===== src/hdl/mpcl_pkg.sv =====
// constants, types and state layout for the master parallel config loader
// Notes on behaviour
// RL1 - drive rom address, capture eight-bit byte
// RL2 - serialize every byte onto chain output
// RL3 - capturing rising edge also steps address
// RL4 - byte lsb out 1.5 periods later
// RL5 - serial output changes on falling edges
// RL6 - select 100: address from zero, upward
// RL7 - select 110: address from 3ffff, downward
// RL8 - upper address lines idle by default
// RL9 - drive upper lines once bitstream asks
// RL10 - low-voltage variant always drives all lines; the code drives the upper lines only while busy, not in MPCL_IDLE
// RL11 - low-voltage variant ignores 18-line request
// RL12 - upper lines count with lower bits
// RL13 - first byte and clock at strobe end
// RL14 - remaining bits shift out in ascending order
package mpcl_pkg;
  localparam int CLK_PERIOD_NS = 10;
  localparam int CONFIG_CLOCK_PERIOD_NS = 1000;
  localparam int CONFIG_CLOCK_HALF_CYC_I = CONFIG_CLOCK_PERIOD_NS / (2 * CLK_PERIOD_NS);
  localparam logic [7:0] CONFIG_CLOCK_HALF_CYC = CONFIG_CLOCK_HALF_CYC_I[7:0];
  localparam int ADDR_W = 22;
  localparam int LOW_ADDR_W = 18;
  localparam int UPPER_W = 4;
  localparam int BYTE_W = 8;
  localparam int BUF_DEPTH = 2;
  localparam logic [2:0] MODE_UP = 3'h4;
  localparam logic [2:0] MODE_DOWN = 3'h6;
  localparam logic [21:0] ADDR_UP_START = 22'h000000;
  localparam logic [21:0] ADDR_DOWN_START = 22'h03ffff;
  localparam logic [2:0] BIT_LAST = 3'h7;
  localparam logic [1:0] BUF_FULL = 2'h2;

  typedef enum logic [2:0] {
    MPCL_IDLE = 3'b001,
    MPCL_STROBE = 3'b010,
    MPCL_RUN = 3'b100
  } mpcl_state_e;

  typedef struct packed {
    mpcl_state_e fsm;
    logic [7:0] div_cnt;
    logic config_clock;
    logic strobe_n;
    logic down;
    logic upper_en;
    logic [ADDR_W-1:0] addr;
    logic [2:0] cap_cnt;
    logic [BUF_DEPTH-1:0][BYTE_W-1:0] buf_mem;
    logic wr_ptr;
    logic rd_ptr;
    logic [1:0] buf_cnt;
    logic [BYTE_W-1:0] shreg;
    logic [2:0] ser_idx;
    logic ser_busy;
    logic dout;
    logic dout_valid;
  } mpcl_state_s;
endpackage : mpcl_pkg


===== src/hdl/mpcl_loader.sv =====
// master byte-parallel configuration loader with serial chain output
`timescale 1ns/10ps
module mpcl_loader
  import mpcl_pkg::*;
(
  input wire logic i_clk,
  input wire logic i_rst,
  input wire logic i_start,
  input wire logic i_stop,
  input wire logic i_boot_select_bit2,
  input wire logic i_boot_select_bit1,
  input wire logic i_boot_select_bit0,
  input wire logic [7:0] i_rom_data,
  input wire logic i_low_voltage,
  input wire logic i_wide_address,
  input wire logic i_chain_ready,
  output logic o_config_clock,
  output logic o_read_strobe_n,
  output logic [LOW_ADDR_W-1:0] o_address,
  output logic [UPPER_W-1:0] o_upper_address_lines,
  output logic o_upper_oe_n,
  output logic o_dout,
  output logic o_dout_valid,
  output logic o_busy
);
  mpcl_state_s st_reg;
  mpcl_state_s st_next;
  logic [2:0] mode;
  logic mode_ok;
  logic rise;
  logic fall;
  logic cap_due;
  logic stall;
  logic push;
  logic pop;
  logic pop_ok;
  logic strobe_end;
  logic upper_drive;

  function automatic logic [ADDR_W-1:0] step_addr(input logic [ADDR_W-1:0] a,
                                                  input logic dn);
    step_addr = dn ? a - 22'h000001 : a + 22'h000001;
  endfunction : step_addr

  assign mode = {i_boot_select_bit2, i_boot_select_bit1, i_boot_select_bit0};
  assign mode_ok = (mode == MODE_UP) || (mode == MODE_DOWN);
  assign cap_due = (st_reg.cap_cnt == 3'h0);
  // stall the clock rather than drop a byte when the buffer is full
  // a full buffer that can drain at this rise is no reason to stall
  assign pop_ok = (st_reg.buf_cnt != 2'h0) && i_chain_ready &&
                  (!st_reg.ser_busy || st_reg.ser_idx == BIT_LAST);
  // only the rise is held back, so the clock parks low
  assign stall = !st_reg.config_clock && cap_due && (st_reg.buf_cnt == BUF_FULL) && !pop_ok;
  assign strobe_end = (st_reg.fsm == MPCL_STROBE) &&
                      (st_reg.div_cnt == CONFIG_CLOCK_HALF_CYC + CONFIG_CLOCK_HALF_CYC - 8'h01);
  assign rise = (st_reg.fsm == MPCL_RUN) && !st_reg.config_clock && !stall &&
                (st_reg.div_cnt == CONFIG_CLOCK_HALF_CYC - 8'h01);
  assign fall = (st_reg.fsm == MPCL_RUN) && st_reg.config_clock &&
                (st_reg.div_cnt == CONFIG_CLOCK_HALF_CYC - 8'h01);
  assign push = strobe_end || (rise && cap_due);
  assign pop = rise && pop_ok;
  assign upper_drive = (st_reg.fsm != MPCL_IDLE) &&
                       (i_low_voltage || st_reg.upper_en); // RL8 RL10 RL11

  always_comb begin
    st_next = st_reg;
    case (st_reg.fsm)
      MPCL_IDLE: begin
        st_next.div_cnt = 8'h00;
        st_next.config_clock = 1'b0;
        if (i_start && mode_ok) begin
          st_next.fsm = MPCL_STROBE;
          st_next.strobe_n = 1'b0;
          st_next.down = (mode == MODE_DOWN);
          st_next.addr = (mode == MODE_DOWN) ? ADDR_DOWN_START : ADDR_UP_START; // RL6 RL7
          st_next.upper_en = 1'b0;
          st_next.cap_cnt = 3'h0;
          st_next.buf_cnt = 2'h0;
          st_next.wr_ptr = 1'b0;
          st_next.rd_ptr = 1'b0;
          st_next.ser_busy = 1'b0;
          st_next.dout_valid = 1'b0;
        end
      end
      MPCL_STROBE: begin
        st_next.div_cnt = st_reg.div_cnt + 8'h01;
        if (strobe_end) begin
          // first byte taken as the strobe ends; the clock starts here
          st_next.fsm = MPCL_RUN; // RL13
          st_next.strobe_n = 1'b1;
          st_next.config_clock = 1'b1;
          st_next.div_cnt = 8'h00;
          st_next.cap_cnt = 3'h1;
        end
      end
      MPCL_RUN: begin
        if (st_reg.div_cnt == CONFIG_CLOCK_HALF_CYC - 8'h01) begin
          if (!stall) begin
            st_next.div_cnt = 8'h00;
            st_next.config_clock = !st_reg.config_clock;
          end
        end else begin
          st_next.div_cnt = st_reg.div_cnt + 8'h01;
        end
        if (rise) begin
          st_next.cap_cnt = st_reg.cap_cnt + 3'h1;
          if (pop) begin
            st_next.shreg = st_reg.buf_mem[st_reg.rd_ptr]; // RL2
            st_next.ser_idx = 3'h0;
            st_next.ser_busy = 1'b1;
          end else if (st_reg.ser_busy && st_reg.ser_idx == BIT_LAST) begin
            st_next.ser_busy = 1'b0;
          end else if (st_reg.ser_busy) begin
            st_next.ser_idx = st_reg.ser_idx + 3'h1; // RL14
          end
        end
        if (fall) begin
          // lsb lands on the fall after the popping rise, half a period on
          st_next.dout = st_reg.shreg[st_reg.ser_idx]; // RL4 RL5
          st_next.dout_valid = st_reg.ser_busy;
        end
        if (i_stop) begin
          st_next.fsm = MPCL_IDLE;
        end
      end
      default: begin
        st_next.fsm = MPCL_IDLE;
      end
    endcase
    if (push) begin
      st_next.buf_mem[st_reg.wr_ptr] = i_rom_data; // RL1
      st_next.wr_ptr = !st_reg.wr_ptr;
      st_next.addr = step_addr(st_reg.addr, st_reg.down); // RL3 RL12
    end
    if (pop) begin
      st_next.rd_ptr = !st_reg.rd_ptr;
    end
    if (push && !pop) begin
      st_next.buf_cnt = st_reg.buf_cnt + 2'h1;
    end else if (pop && !push) begin
      st_next.buf_cnt = st_reg.buf_cnt - 2'h1;
    end
    // the low-voltage part never needs the request; it drives anyway
    if (st_reg.fsm != MPCL_IDLE && i_wide_address) begin
      st_next.upper_en = 1'b1; // RL9
    end
  end

  always_ff @(posedge i_clk or posedge i_rst) begin
    if (i_rst) begin
      st_reg <= '{fsm: MPCL_IDLE, strobe_n: 1'b1, default: '0};
    end else begin
      st_reg <= st_next;
    end
  end

  assign o_config_clock = st_reg.config_clock;
  assign o_read_strobe_n = st_reg.strobe_n;
  assign o_address = st_reg.addr[LOW_ADDR_W-1:0];
  assign o_upper_address_lines = upper_drive ? st_reg.addr[ADDR_W-1:LOW_ADDR_W] : 4'h0;
  assign o_upper_oe_n = !upper_drive;
  assign o_dout = st_reg.dout;
  assign o_dout_valid = st_reg.dout_valid;
  assign o_busy = (st_reg.fsm != MPCL_IDLE);
endmodule : mpcl_loader


===== config.mk =====
export PLATFORM = sky130hd
export DESIGN_NAME = mpcl_loader
export DESIGN_NICKNAME = d
export VERILOG_FILES = /design/src/hdl/mpcl_pkg.sv /design/src/hdl/mpcl_loader.sv
export SDC_FILE = /design/constraint.sdc
export NUM_CORES = 1
export LEC_CHECK = 0
export ABC_AREA = 1
export BUFFER_PORTS_ARGS = -buffer_cell sky130_fd_sc_hd__buf_2
export CAP_MARGIN = 20
export CORE_UTILIZATION = 61
export DETAILED_ROUTE_END_ITERATION = 16
export HOLD_SLACK_MARGIN = 0.12
export PLACE_DENSITY = 0.88
export SLEW_MARGIN = 20
export SYNTH_ARGS = -nofsm -noshare
export SYNTH_HDL_FRONTEND = slang
export SYNTH_SLANG_ARGS = --single-unit

===== constraint.sdc =====
create_clock -name i_clk -period 3.35 [get_ports i_clk]
set_input_delay 0.1675 -clock i_clk [delete_from_list [all_inputs] [get_ports i_clk]]
set_output_delay 0.1675 -clock i_clk [all_outputs]
set_load 0.02 [all_outputs]

==> impl_metrics.py <==
metrics = {
    "yosys": {
        "synth_seq_area_share": 0.354,
        "synth_top_flop_cell": "dfrtp_1",
        "synthCells": 740,
        "ys_warn_count": 0,
        "synth_nets": 789,
        "yosysTopAreaCell": "dfrtp_1",
        "avgSynthCellArea_um2": 7.07,
        "yosys.cell_types.count": 41,
        "yosysTopAreaCellShare": 0.344,
        "synth.area.top_cells": "dfrtp_1 (34%), nand2_1 (18%), inv_1 (8.3%)",
        "ys_ff_latch": 74,
        "synth_most_common_cell": "nand2_1",
        "async_reset_ff_frac": 1.00,
        "synth_common_cells": "nand2_1 (244), inv_1 (116), dfrtp_1 (72), nor2_1 (64), nand3_1 (56)",
        "syn-cell-area_mm2": 0.00523,
        "synth-edff-count": 0,
    },
    "pwr": {
        "ir_drop_v": 0.000400,
        "power_density_mw_per_mm2": 753,
        "p_leak_nw": 3.19,
        "power.total_mw": 4.30,
    },
    "outcome": {
        "status": "finished, final reports clean",
    },
    "grt": {
        "antenna_found_initial": 0,
        "grt_use_total": 0.293,
        "grt_remaining_overflow": 0,
        "grt_pass1_vias": 4796,
        "grt_pass1_wl_um": 20400,
        "grt_max_degree": 34,
    },
    "sta": {
        "tns_ps": 0,
        "fin_crit_ps": 2720,
        "whs_ps": 259,
        "slew_viol_final": 0,
        "post-route-period-util": 0.812,
        "timing_hold_violations_final": 0,
        "rsz0062_at_grt": "false",
        "worstMarginPinSlew_ps": 995,
        "setup-violations-final": 0,
        "slew_headroom": 0.337,
        "fin_skew_ps": 7.68,
        "max_freq_mhz": 368,
        "worst_slack_ps": 629,
    },
    "clocking": {
        "numCtsBuffers": 9,
        "cts_max_level": 3,
        "clockBufferDepth": 2,
        "cts_tree": "done",
        "cts_setup_buffers": 0,
        "clkLatencyLatePin_ps": 360,
        "cts_sinks": 74,
        "cts_root_buf": "clkbuf_8",
        "clk_pin_slew_ps": 90,
    },
    "routing": {
        "firstDrtPassIters": 5,
        "ant_nets": 0,
        "routed_wl_um": 12200,
        "route.detailed.drc": 0,
        "num_vias": 4808,
        "drtIter0Drc": 191,
        "wl_per_cell_um": 13.7,
        "avgViaCountPerCell": 5.38,
    },
    "placed_design": {
        "place_inst": 866,
        "placed_area_mm2": 0.00542,
        "dp_hpwl_um": 8860,
        "post-place-ws_ps": 684,
        "numPortBuffers": 45,
        "place.gp.congestion": 0.925,
    },
    "final_layout": {
        "final_layout_size_suffix_gt1_frac": 0.129,
        "stdcell_area_mm2": 0.00571,
        "nNetsFinal": 832,
        "fin_util": 0.691,
        "largest_reg_flops": 52,
        "antenna_cells": 0,
        "syn2layout_area_growth_pct": 9.11,
        "finalNonFillerCells": 893,
    },
    "floorplan": {
        "num_rows": 33,
        "dieWidth_um": 94.6,
        "start_util": 0.633,
        "die_area_mm2": 0.00895,
        "coreArea_mm2": 0.00826,
        "die_h_um": 94.6,
        "ios": 46,
    },
    "worst_setup_path": {
        "critPathLaunchType": "flip-flop",
        "critPathArrivalTime_ps": 3010,
        "worstPathMaxFanout": 27,
        "cp-end-kind": "flip-flop",
        "worstPathRequired_ps": 3640,
        "critical_path_class": "reg -> reg",
    },
    "worst_hold_path": {
        "worstHoldPathType": "in -> reg",
    },
    "flow_run": {
        "maxCapViolCount": 0,
    },
}
## what timing repair did
item / 4_1_cts / 5_1_grt
gates resized for setup: 0 / 0
endpoints found under the hold margin: 49 / 0
hold buffers: 11 / 0
## logic make-up (layout without fill, tap and decap cells)
| kind of cell | after synthesis | count (layout) | share of synthesized area |
|---|---|---|---|
| muxes | 8 | 8 | 0.0153 |
| buffers and inverters | 146 | 194 | 0.123 |
| xor gates and xnor gates | 10 | 10 | 0.0167 |
| adders and majority gates | 31 | 31 | 0.0756 |
| AOI/OAI and AO/OA | 74 | 74 | 0.0897 |
| DFF | 74 | 74 | 0.354 |
| and+or+nand+nor | 397 | 397 | 0.325 |
## path summary, 6_finish.rpt
| check | start | endpoint | slack, ps | cells past startpoint |
|---|---|---|---|---|
| setup / recovery | st_reg[3] | st_reg[15] | 630 | 11 |
| hold / removal | i_start | st_reg[71] | 260 | 4 |
| setup reg to reg | st_reg[3] | st_reg[15] | 630 | 11 |
| hold reg to reg | o_read_strobe_n | o_read_strobe_n | 480 | 2 |
| max in group asynchronous | i_rst | st_reg[71] | 2120 | 4 |
| min in group asynchronous | i_rst | o_address[7] | 450 | 3 |
## per-layer routing
| metal | share of wire | wire [µm] | global-route usage |
|---|---|---|---|
| met1 | 0.40 | 4920 | 0.318 |
| met5 | 0 | 0 | 0 |
| met3 | 0.036 | 438 | 0.0403 |
| met2 | 0.52 | 6360 | 0.538 |
| met4 | 0.042 | 520 | 0.172 |
## power breakdown
part | internal, mW | switching, mW | leakage, nW | total (mW)
logic | 0.829 | 1.55 | 2.10 | 2.37
registers | 1.05 | 0.196 | 0.989 | 1.24
clock network | 0.282 | 0.399 | 0.0925 | 0.681
## area by class of cell
| class | instances | area, µm² |
|---|---|---|
| sequential | 74 | 1850 |
| inverter | 118 | 443 |
| tap | 105 | 131 |
| multi-input combinational | 520 | 2730 |
| fill | 683 | 2550 |
| timing repair buffer | 60 | 365 |
| clock buffer | 9 | 124 |
| clock inverter | 7 | 58.8 |
## critical path, stage by stage (launching register included)
cell and delay, ps:
dfrtp_1 460, ha_1 240, ha_1 190, o21ai_0 230
nand2_1 170, nand4_4 130, nand2_4 220, ha_1 290
or2_2 290, o22ai_1 220, nor2_1 70, a21oi_1 120
## cells in the final DEF, fill, tap and decap left out, types with 2 or more instances in the layout
master | netlist | layout
dfrtp_1 | 72 | 72
a22oi_1 | 2 | 2
clkbuf_8 | 0 | 9
a21oi_1 | 17 | 17
o21ai_0 | 24 | 24
dfstp_2 | 2 | 2
nand3_1 | 56 | 56
o22ai_1 | 4 | 4
or2_2 | 4 | 4
nand4_1 | 10 | 10
buf_4 | 21 | 4
inv_6 | 0 | 3
o21ai_2 | 17 | 17
nand2_2 | 3 | 3
mux2i_1 | 8 | 8
dlygate4sd3_1 | 0 | 11
buf_2 | 3 | 45
nand2_1 | 244 | 244
xor2_1 | 10 | 10
o21bai_1 | 2 | 2
nor3_1 | 2 | 2
nand2_4 | 3 | 3
nand3b_1 | 4 | 4
nor2_1 | 64 | 64
inv_1 | 116 | 115
nor2_2 | 2 | 2
o211ai_1 | 2 | 2
clkinv_1 | 2 | 2
ha_1 | 30 | 30
(Power assumes the default switching activity.)
